File: config.mk
export PLATFORM = sky130hd
export DESIGN_NAME = xpp_port
export DESIGN_NICKNAME = d
export VERILOG_FILES = /design/src/core/xpp_pkg.sv /design/src/core/xpp_sync.sv /design/src/core/xpp_port.sv
export VERILOG_INCLUDE_DIRS = /design/src /design/src/core
export SDC_FILE = /design/constraint.sdc
export NUM_CORES = 1
export LEC_CHECK = 0
export BUFFER_PORTS_ARGS = -buffer_cell sky130_fd_sc_hd__buf_2
export CAP_MARGIN = 20
export CORE_UTILIZATION = 51
export DETAILED_ROUTE_END_ITERATION = 7
export PLACE_DENSITY = 0.79
export RECOVER_POWER = 25
export SETUP_SLACK_MARGIN = 0.3
export SLEW_MARGIN = 5
export SYNTH_ARGS = -nofsm -noshare
export SYNTH_HDL_FRONTEND = slang
export SYNTH_SLANG_ARGS = --single-unit
File: constraint.sdc
create_clock -name clk_in -period 1.94 [get_ports clk_in]
set_input_delay 0.291 -clock clk_in [delete_from_list [all_inputs] [get_ports clk_in]]
set_output_delay 0.291 -clock clk_in [all_outputs]
set_load 0.05 [all_outputs]
File: src/core/xpp_cfg.svh
`ifndef XPP_CFG_SVH
`define XPP_CFG_SVH
`define XPP_NUM_OUTPUTS 5
`define XPP_ENTRY_W 5
`define XPP_SEL_W 4
`define XPP_ADDR_W 3
`define XPP_EN_BIT 4
`define XPP_SER_BITS 45
`define XPP_PAD_BITS 5
`define XPP_SLOT_BITS 10
`define XPP_SER_CNT_W 6
`define XPP_ENTRY_OFF 5'h00
`endif

File: src/core/xpp_pkg.sv
`include "xpp_cfg.svh"
package xpp_pkg;
    typedef logic [`XPP_ENTRY_W-1:0] xpp_entry_t;
    typedef logic [`XPP_NUM_OUTPUTS*`XPP_ENTRY_W-1:0] xpp_matrix_t;
    typedef logic [`XPP_ADDR_W-1:0] xpp_addr_t;
endpackage

File: src/core/xpp_sync.sv
`timescale 1ns/1ps
`default_nettype none
module xpp_sync
(
    input wire logic clk_in,
    input wire logic reset_in,
    input wire logic d_in,
    output logic q_out
);
    logic meta_reg;
    // ---------------------------------------------------------------
    // two-stage synchroniser; reset value is the inactive high level
    // ---------------------------------------------------------------
    always_ff @(posedge clk_in or posedge reset_in)
    begin
        if (reset_in)
        begin
            meta_reg <= 1'h1;
            q_out <= 1'h1;
        end
        else
        begin
            meta_reg <= d_in;
            q_out <= meta_reg;
        end
    end
endmodule
`default_nettype wire

File: src/core/xpp_port.sv
// Contract
// - one write and commit reprograms chosen outputs, others untouched
// - matrix reset low disables all outputs, keeps staged and routing data
// - programming registers have no defined value after power-up
// - three-bit address picks which output entry a write targets
// - four select bits name which of sixteen inputs feeds the output
// - fifth bit enables output; low means disabled, select ignored
// - write strobe falling edge captures address and data into staging
// - staged entries reach routing only while commit is low
// - several writes stage entries; one commit applies them together
// - serial load rewrites the whole matrix every time
// - commit latches are transparent whenever commit and chip select are both low
// - chip select high holds shift clock and commit inactive high
// - serial data sampled on shift clock falling edge, 45 bits per load
`timescale 1ns/1ps
`default_nettype none
`include "xpp_cfg.svh"
module xpp_port
(
    input wire logic clk_in,
    input wire logic reset_in,
    input wire logic chip_select_n_in,
    input wire logic serial_parallel_select_in,
    input wire logic write_strobe_n_in,
    input wire logic shift_clock_n_in,
    input wire logic commit_n_in,
    input wire logic matrix_reset_n_in,
    input wire logic init_clear_in,
    input wire logic serial_data_in,
    input wire xpp_pkg::xpp_addr_t output_addr_in,
    input wire logic [`XPP_ENTRY_W-1:0] data_in,
    output logic [`XPP_NUM_OUTPUTS-1:0] output_enable_out,
    output xpp_pkg::xpp_matrix_t route_out,
    output logic serial_data_out
);
    import xpp_pkg::*;

    // ---------------------------------------------------------------
    // pin synchronisers
    // ---------------------------------------------------------------
    logic cs_n_s, mode_s, we_n_s, sclk_n_s, upd_n_s, rst_n_s, clr_s, sin_s;
    xpp_sync u_cs (.clk_in(clk_in), .reset_in(reset_in), .d_in(chip_select_n_in), .q_out(cs_n_s));
    xpp_sync u_md (.clk_in(clk_in), .reset_in(reset_in),
        .d_in(serial_parallel_select_in), .q_out(mode_s));
    xpp_sync u_we (.clk_in(clk_in), .reset_in(reset_in), .d_in(write_strobe_n_in), .q_out(we_n_s));
    xpp_sync u_sc (.clk_in(clk_in), .reset_in(reset_in), .d_in(shift_clock_n_in), .q_out(sclk_n_s));
    xpp_sync u_up (.clk_in(clk_in), .reset_in(reset_in), .d_in(commit_n_in), .q_out(upd_n_s));
    xpp_sync u_rs (.clk_in(clk_in), .reset_in(reset_in), .d_in(matrix_reset_n_in), .q_out(rst_n_s));
    xpp_sync u_cl (.clk_in(clk_in), .reset_in(reset_in), .d_in(init_clear_in), .q_out(clr_s));
    xpp_sync u_si (.clk_in(clk_in), .reset_in(reset_in), .d_in(serial_data_in), .q_out(sin_s));

    // address and data held stable by host around the strobe edge
    xpp_addr_t addr_s1, addr_s2;
    xpp_entry_t data_s1, data_s2;
    always_ff @(posedge clk_in or posedge reset_in)
    begin
        if (reset_in)
        begin
            addr_s1 <= '0;
            addr_s2 <= '0;
            data_s1 <= '0;
            data_s2 <= '0;
        end
        else
        begin
            addr_s1 <= output_addr_in;
            addr_s2 <= addr_s1;
            data_s1 <= data_in;
            data_s2 <= data_s1;
        end
    end

    // ---------------------------------------------------------------
    // gated strobes
    // ---------------------------------------------------------------
    logic sclk_gated, upd_gated, we_prev_reg, sclk_prev_reg;
    logic we_fall, sclk_fall;
    assign sclk_gated = cs_n_s | sclk_n_s;
    assign upd_gated = cs_n_s | upd_n_s;
    always_ff @(posedge clk_in or posedge reset_in)
    begin
        if (reset_in)
        begin
            we_prev_reg <= 1'h1;
            sclk_prev_reg <= 1'h1;
        end
        else
        begin
            we_prev_reg <= we_n_s;
            sclk_prev_reg <= sclk_gated;
        end
    end
    assign we_fall = we_prev_reg & ~we_n_s & ~cs_n_s & mode_s;
    assign sclk_fall = sclk_prev_reg & ~sclk_gated & ~mode_s;

    // ---------------------------------------------------------------
    // staging register (45-bit chain holds entries and padding)
    // ---------------------------------------------------------------
    // no reset: contents are undefined after power-up, and matrix reset
    // must not disturb them
    logic [`XPP_SER_BITS-1:0] stage_reg;
    logic addr_ok;
    xpp_entry_t wr_entry;
    assign addr_ok = (addr_s2 < `XPP_ADDR_W'(`XPP_NUM_OUTPUTS));
    // clear forces the off-state entry during the first init pass
    assign wr_entry = clr_s ? `XPP_ENTRY_OFF : data_s2;
    always_ff @(posedge clk_in)
    begin
        // serial path wins if both strobes land in one cycle
        if (sclk_fall)
            stage_reg <= {stage_reg[`XPP_SER_BITS-2:0], sin_s};
        else if (we_fall && addr_ok)
        begin
            // output k sits at slot k*10; msb output shifted in first
            for (int k = 0; k < `XPP_NUM_OUTPUTS; k++)
            begin
                if (addr_s2 == `XPP_ADDR_W'(k))
                    stage_reg[k*`XPP_SLOT_BITS +: `XPP_ENTRY_W] <= wr_entry;
            end
        end
    end

    // ---------------------------------------------------------------
    // commit latches and output stage
    // ---------------------------------------------------------------
    // transparent latch is modelled as a per-clock copy while commit low
    // limitation: commit pulses under one clock may be missed
    xpp_matrix_t matrix_reg;
    always_ff @(posedge clk_in)
    begin
        if (!upd_gated)
        begin
            for (int k = 0; k < `XPP_NUM_OUTPUTS; k++)
                matrix_reg[k*`XPP_ENTRY_W +: `XPP_ENTRY_W] <=
                    stage_reg[k*`XPP_SLOT_BITS +: `XPP_ENTRY_W];
        end
    end

    always_ff @(posedge clk_in or posedge reset_in)
    begin
        if (reset_in)
        begin
            output_enable_out <= '0;
            route_out <= '0;
            serial_data_out <= 1'h0;
        end
        else
        begin
            for (int k = 0; k < `XPP_NUM_OUTPUTS; k++)
                output_enable_out[k] <= rst_n_s &
                    matrix_reg[k*`XPP_ENTRY_W + `XPP_EN_BIT];
            route_out <= matrix_reg;
            serial_data_out <= stage_reg[`XPP_SER_BITS-1];
        end
    end

    // ---------------------------------------------------------------
    // checks
    // ---------------------------------------------------------------
    // staging and matrix start unknown, so hold checks use $stable
    matrix_hold_a: assert property (@(posedge clk_in) disable iff (reset_in)
        upd_gated |=> $stable(matrix_reg))
        else $error("matrix changed while commit high");
    reset_off_a: assert property (@(posedge clk_in) disable iff (reset_in)
        !rst_n_s |=> output_enable_out == '0)
        else $error("output enabled during matrix reset");
    reset_keep_a: assert property (@(posedge clk_in) disable iff (reset_in)
        (!rst_n_s && !we_fall && !sclk_fall) |=> $stable(stage_reg))
        else $error("matrix reset disturbed staging");
    bad_addr_a: assert property (@(posedge clk_in) disable iff (reset_in)
        (we_fall && !addr_ok && !sclk_fall) |=> $stable(stage_reg))
        else $error("staging changed on bad address");
    strobe_gate_a: assert property (@(posedge clk_in) disable iff (reset_in)
        cs_n_s |=> ($stable(stage_reg) && $stable(matrix_reg)))
        else $error("strobes not gated by chip select");
    mode_gate_a: assert property (@(posedge clk_in) disable iff (reset_in)
        (!mode_s && !sclk_fall) |=> $stable(stage_reg))
        else $error("parallel write taken in serial mode");
    shift_in_a: assert property (@(posedge clk_in) disable iff (reset_in)
        sclk_fall |=> stage_reg[0] == $past(sin_s))
        else $error("serial bit not captured");
    write_cap_a: assert property (@(posedge clk_in) disable iff (reset_in)
        (we_fall && addr_ok && !clr_s && addr_s2 == 3'h0) |=>
        stage_reg[`XPP_ENTRY_W-1:0] == $past(data_s2))
        else $error("write not captured");
    commit_pass_a: assert property (@(posedge clk_in) disable iff (reset_in)
        !upd_gated |=> matrix_reg[`XPP_ENTRY_W-1:0] ==
        $past(stage_reg[`XPP_ENTRY_W-1:0]))
        else $error("commit latch not transparent");
    route_copy_a: assert property (@(posedge clk_in) disable iff (reset_in)
        !upd_gated |=> ##1 (route_out == $past(matrix_reg)))
        else $error("route does not follow matrix");

    // per-output checks
    for (genvar k = 0; k < `XPP_NUM_OUTPUTS; k++)
    begin : g_slot_chk
        slot_keep_a: assert property (@(posedge clk_in) disable iff (reset_in)
            (we_fall && addr_s2 != `XPP_ADDR_W'(k)) |=>
            $stable(stage_reg[k*`XPP_SLOT_BITS +: `XPP_ENTRY_W]))
            else $error("write disturbed another staged entry");
        slot_cap_a: assert property (@(posedge clk_in) disable iff (reset_in)
            (we_fall && !clr_s && addr_s2 == `XPP_ADDR_W'(k)) |=>
            stage_reg[k*`XPP_SLOT_BITS +: `XPP_ENTRY_W] == $past(data_s2))
            else $error("write not captured in addressed entry");
        slot_off_a: assert property (@(posedge clk_in) disable iff (reset_in)
            (we_fall && clr_s && addr_s2 == `XPP_ADDR_W'(k)) |=>
            stage_reg[k*`XPP_SLOT_BITS +: `XPP_ENTRY_W] == `XPP_ENTRY_OFF)
            else $error("clear did not store the off entry");
        enable_map_a: assert property (@(posedge clk_in) disable iff (reset_in)
            !upd_gated |=> ##1 (output_enable_out[k] ==
            ($past(rst_n_s) && $past(matrix_reg[k*`XPP_ENTRY_W + `XPP_EN_BIT]))))
            else $error("output enable does not follow matrix");
    end
endmodule
`default_nettype wire

==> reports/qor.txt, run 1 <==
Die ar. -> 8830 um^2
RD Place Congestion -> 0.778
clock sinks -> 135
Remaining Overflow, GRT -> 0
required time of the critical path -> 2.19 ns
WS Path Type -> flop to flop
CP bufs+invs -> 1
area growth from synthesis to layout -> 31.4%
highest-count cells in the layout ignoring fill and taps -> edfxtp_1, buf_2, dfrtp_1, inv_1, mux2i_1
CP arrival -> 1.98 ns
Yosys reg bits -> 135
HPWL after DPL -> 3.76 mm
chip width -> 94.0 um
Critical Path, Cell by Cell -> or4b_4 > clkbuf_16 > mux2i_1
share of post-route cells with drive strength above 1 -> 0.387
Final Slew Violations -> 0
DR WL/cell -> 17.7 um
Final setup viols -> 0
Worst path slowest cell -> or4b_4
Core ar. -> 8220 um^2
syn_nets -> 231
placed insts -> 366
max_cap viols -> 0
switching pwr -> 1.53 mW
Seq pwr share -> 0.489
via/cell ratio -> 4.82
Reg clk slew, reported paths -> 0.06 ns
Initial Util -> 0.525
H-tree levels -> 4
antenna viol nets, final -> 0
Final Hold Viols -> 0
number of flip-flops under the largest register name -> 45
post-synth cell types -> 14
Max FO, Critical Path -> 6
gr usage total -> 0.183
pwr dens -> 1150 nW/um^2
final WL -> 7.47 mm
Hold Crit Class -> flop to flop
Final period util -> 0.890
I/O pins -> 49
Top Metal Used -> met4
Worst Skew -> 0.00533 ns
via count -> 2039
drt first pass iters -> 4
Sequential Area -> 3750 um^2
die height -> 94.0 um
commonest non-fill, non-tap cell in the layout -> edfxtp_1
initial antenna violation count -> 0
# fillers -> 507
met3 routed WL -> 297 um
Sw Share -> 0.234
RSZ-0062 raised after global routing -> true
vias in the first global route -> 2069
Clock Power Share -> 0.464
measured slew at the worst slew-check pin -> 0.462 ns
# port buffers -> 48
WL met1 -> 2.91 mm
Int Power -> 5.01 mW
CTS buffer count -> 17
synthesized area -> 4310 um^2
wire length on met2 -> 4.10 mm
register area share after synthesis -> 0.869
leakage power -> 2.53 nW
# rows -> 33
Max clock buf depth -> 2
logic gate share of total power -> 0.048
fmax -> 579 MHz
nets -> 323
yosys warns -> 0
Rel. slew slack -> 0.692
worst-skew pair later-pin latency -> 0.51 ns
status -> finished, final reports clean
Synth Instances -> 213
slowest stage delay, CP -> 0.58 ns
post-layout min period -> 1.73 ns
CTS tree -> done
Antenna diodes -> 0
initial DRC count -> 192
Residual DRC -> 0
CP top delay family -> simple AND/OR/NAND/NOR gates
pin count of the biggest net entering global routing -> 66
Avg Inst Size Synth -> 20.3 um^2
area of the multi-input gates -> 526 um^2
peak supply drop -> 0.000640 V
Finished Layout Cells -> 423
crit start category -> flop
first-pass GRT wire length -> 10.9 mm
setup total negative slack -> 0 ns
crit end category -> flop
CTS root buffer -> clkbuf_8
## synthesized netlist by cell type
master / count / area share
o41ai_1: 5 / 0.010
nor2_1: 1 / 0.00087
mux2i_1: 25 / 0.058
dfstp_2: 18 / 0.11
dfrtp_1: 47 / 0.27
or2_2: 1 / 0.0015
edfxtp_1: 70 / 0.49
and2_1: 5 / 0.0073
nand4bb_1: 1 / 0.0026
buf_12: 2 / 0.0093
buf_6: 2 / 0.0052
inv_1: 30 / 0.026
or4b_1: 1 / 0.0023
nand2b_1: 5 / 0.0073
## path summary, 6_finish.rpt
path	end	slack, ns	from	cells past startpoint
worst max register to register	stage_reg[31]	0.21	sclk_prev_reg	3
worst min-delay path	route_out[18]	0.35	matrix_reg[18]	0
min in group asynchronous	data_s1[1]	0.43	reset_in	4
worst max-delay path	stage_reg[31]	0.21	sclk_prev_reg	3
worst min register to register	route_out[18]	0.35	matrix_reg[18]	0
max in group asynchronous	u_rs.q_out	1.18	reset_in	4
## layer usage
layer,vias up,global-route usage
met5,-,0
met4,0,0.0885
met3,15,0.0712
met2,69,0.304
met1,1022,0.207
li1,933,-
## power groups by stage
stage / logic, mW / clock network, mW / registers [mW]
floorplan: 0.0997 / 0 / 3.30
global placement: 0.238 / 0 / 3.23
detailed placement: 0.245 / 0 / 3.24
CTS: 0.292 / 3.07 / 3.19
global route: 0.333 / 3.22 / 3.20
finish: 0.312 / 3.03 / 3.20
## stage by stage
stage	area, um^2	setup slack [ns]	power [mW]	util	hold WS (ns)
floorplan	4320	0.155	3.40	-	0.295
global placement	4680	-0.0334	3.47	0.569	0.332
detailed placement	4680	-0.217	3.48	0.569	0.334
CTS	5570	0.220	6.56	0.677	0.348
global route	5670	0.195	6.76	0.690	0.354
finish	5670	0.214	6.54	0.690	0.347
## final cells by class
class                           instances  share of cell area
Timing Repair Buffer                   74              0.0978
Timing Repair inverter                  2             0.00265
Clock inverter                         15              0.0278
Clock buffer                           17              0.0731
Multi-Input combinational cell         45              0.0927
Tap cell                              105              0.0232
Sequential cell                       135               0.662
Inverter                               30              0.0212
## cells by family after synthesis
kind of cell | Yosys count | share of synthesized area
buf+inv | 34 | 0.0406
simple gates | 14 | 0.0218
flops | 135 | 0.869
compound gates | 5 | 0.0102
mux | 25 | 0.0580
## repair_timing
action | CTS | global route
gates cloned | 1 | 4
pin swaps | 1 | 2
endpoints found under the hold margin | 63 | 0
setup endpoints to repair | 70 | 68
setup buffers | 3 | 0
hold buffers | 17 | 0
resized for setup | 15 | 10
No activity file was read; power rests on OpenSTA's default activity.
==> run 2: changes to the inputs <==
--- a/config.mk
+++ b/config.mk
@@ -8,9 +8,10 @@
 export LEC_CHECK = 0
 export BUFFER_PORTS_ARGS = -buffer_cell sky130_fd_sc_hd__buf_2
 export CAP_MARGIN = 20
-export CORE_UTILIZATION = 51
+export CORE_UTILIZATION = 54
+export CTS_BUF_LIST = sky130_fd_sc_hd__clkbuf_4 sky130_fd_sc_hd__clkbuf_8
 export DETAILED_ROUTE_END_ITERATION = 7
-export PLACE_DENSITY = 0.79
+export PLACE_DENSITY = 0.82
 export RECOVER_POWER = 25
 export SETUP_SLACK_MARGIN = 0.3
 export SLEW_MARGIN = 5
==> reports/qor.txt, run 2 (synthesized netlist as in run 1, its figures left out) <==
Setup crit end -> stage_reg[12]
commonest non-fill, non-tap cell in the layout -> edfxtp_1
Max clock buf depth -> 2
Residual DRC -> 0
RR Startpoint -> sclk_prev_reg
Final period util -> 0.872
Rel. slew slack -> 0.615
nets -> 326
Final Hold Viols -> 0
highest-count cells in the layout ignoring fill and taps -> edfxtp_1, buf_2, dfrtp_1, inv_1, mux2i_1
initial DRC count -> 139
clock sinks -> 135
Max FO, Critical Path -> 18
area growth from synthesis to layout -> 26.4%
H-tree levels -> 4
die height -> 91.4 um
CTS tree -> done
logic gate share of total power -> 0.053
Antenna diodes -> 0
max_cap viols -> 0
Die ar. -> 8350 um^2
r2r setup slk -> 0.25 ns
post-layout min period -> 1.69 ns
Int Power -> 4.48 mW
first-pass GRT wire length -> 10.8 mm
worst reg2reg path endpoint -> stage_reg[12]
Design Power -> 5.74 mW
Core ar. -> 7730 um^2
Initial Util -> 0.558
crit start category -> flop
CP arrival -> 1.84 ns
gr usage total -> 0.187
pwr dens -> 1050 nW/um^2
antenna viol nets, final -> 0
Hold Crit Class -> flop to flop
required time of the critical path -> 2.09 ns
DR WL/cell -> 16.4 um
pin count of the biggest net entering global routing -> 30
CP Launch Point -> sclk_prev_reg
Final Slew Violations -> 0
crit end category -> flop
CTS buffer count -> 17
vias in the first global route -> 2162
final WL -> 6.96 mm
chip width -> 91.4 um
area of the multi-input gates -> 518 um^2
HPWL after DPL -> 3.89 mm
Sw Share -> 0.218
peak supply drop -> 0.000697 V
RD Place Congestion -> 0.750
pre-CTS setup slack -> -0.110 ns
drt first pass iters -> 4
Reg2Reg Depth -> 3
Final setup viols -> 0
# rows -> 32
switching pwr -> 1.25 mW
setup slack after layout -> 0.248 ns
Clock Power Share -> 0.392
leakage power -> 2.46 nW
Design Area, Final -> 5450 um^2
via/cell ratio -> 4.87
share of post-route cells with drive strength above 1 -> 0.383
measured slew at the worst slew-check pin -> 0.576 ns
fmax -> 591 MHz
hold depth -> 0
# fillers -> 451
Area after DPL -> 4670 um^2
# port buffers -> 48
I/O pins -> 49
placed insts -> 364
CTS root buffer -> clkbuf_8
Sequential Area -> 3750 um^2
status -> finished, final reports clean
Seq pwr share -> 0.556
via count -> 2062
Finished Layout Cells -> 423
WS Path Type -> flop to flop
number of flip-flops under the largest register name -> 45
Worst Skew -> 0.0113 ns
Reg clk slew, reported paths -> 0.07 ns
initial antenna violation count -> 0
RSZ-0062 raised after global routing -> true
worst-skew pair later-pin latency -> 0.42 ns
Remaining Overflow, GRT -> 0
==> run 2: through the flow <==
stage                     hold slack, ns  setup TNS [ns]   util
after CTS                          0.350               0  0.701
final                              0.349               0  0.706
after floorplan                    0.295               0      -
after global placement             0.333          -0.147  0.604
after global routing               0.359               0  0.706
after detailed placement           0.334           -1.52  0.604
==> run 2: worst min-delay path by stage <==
stage | from | endpoint | slack [ns]
6_report | u_cs.meta_reg | u_cs.q_out | 0.35
5_1_grt | data_s1[2] | data_s2[2] | 0.36
4_1_cts | matrix_reg[2] | route_out[2] | 0.35
3_5_place_dp | matrix_reg[2] | route_out[2] | 0.33
3_3_place_gp | matrix_reg[15] | route_out[15] | 0.33
2_1_floorplan | init_clear_in | u_cl.meta_reg | 0.30
==> run 2: repair_timing <==
action / 4_1_cts / 5_1_grt
endpoints found under the setup margin: 70 / 50
pin swaps: 3 / 3
hold buffers: 17 / 0
setup buffers: 4 / 3
cloned: 3 / 0
resized for setup: 19 / 0
endpoints found under the hold margin: 33 / 0
==> run 2: worst max-delay path, cell delays in order (launching register included) <==
cell,delay (ns)
dfstp_2,0.53
or4b_4,0.54
buf_12,0.20
mux2i_1,0.15
==> run 2: per-layer routing <==
layer	up-vias	wire length [um]	track usage
met2	102	3580	0.306
met3	21	484	0.0745
li1	930	-	-
met4	0	224	0.119
met1	1009	2660	0.203
met5	-	0	0
==> run 2: cell type report <==
cell class              count  area share
clock buffers              21      0.0507
clock inverters            11      0.0218
inverters                  30      0.0220
multi-input cells          45      0.0950
flip-flops and latches    135       0.688
well taps                 102      0.0234
repair buffers             77      0.0970
repair inverters            2     0.00229
==> run 2: power by group through the flow <==
stage	logic, mW	clock network, mW	registers [mW]
global placement	0.235	0	3.23
floorplan	0.0997	0	3.30
CTS	0.294	2.28	3.19
global route	0.324	2.41	3.20
finish	0.302	2.25	3.19
detailed placement	0.244	0	3.24
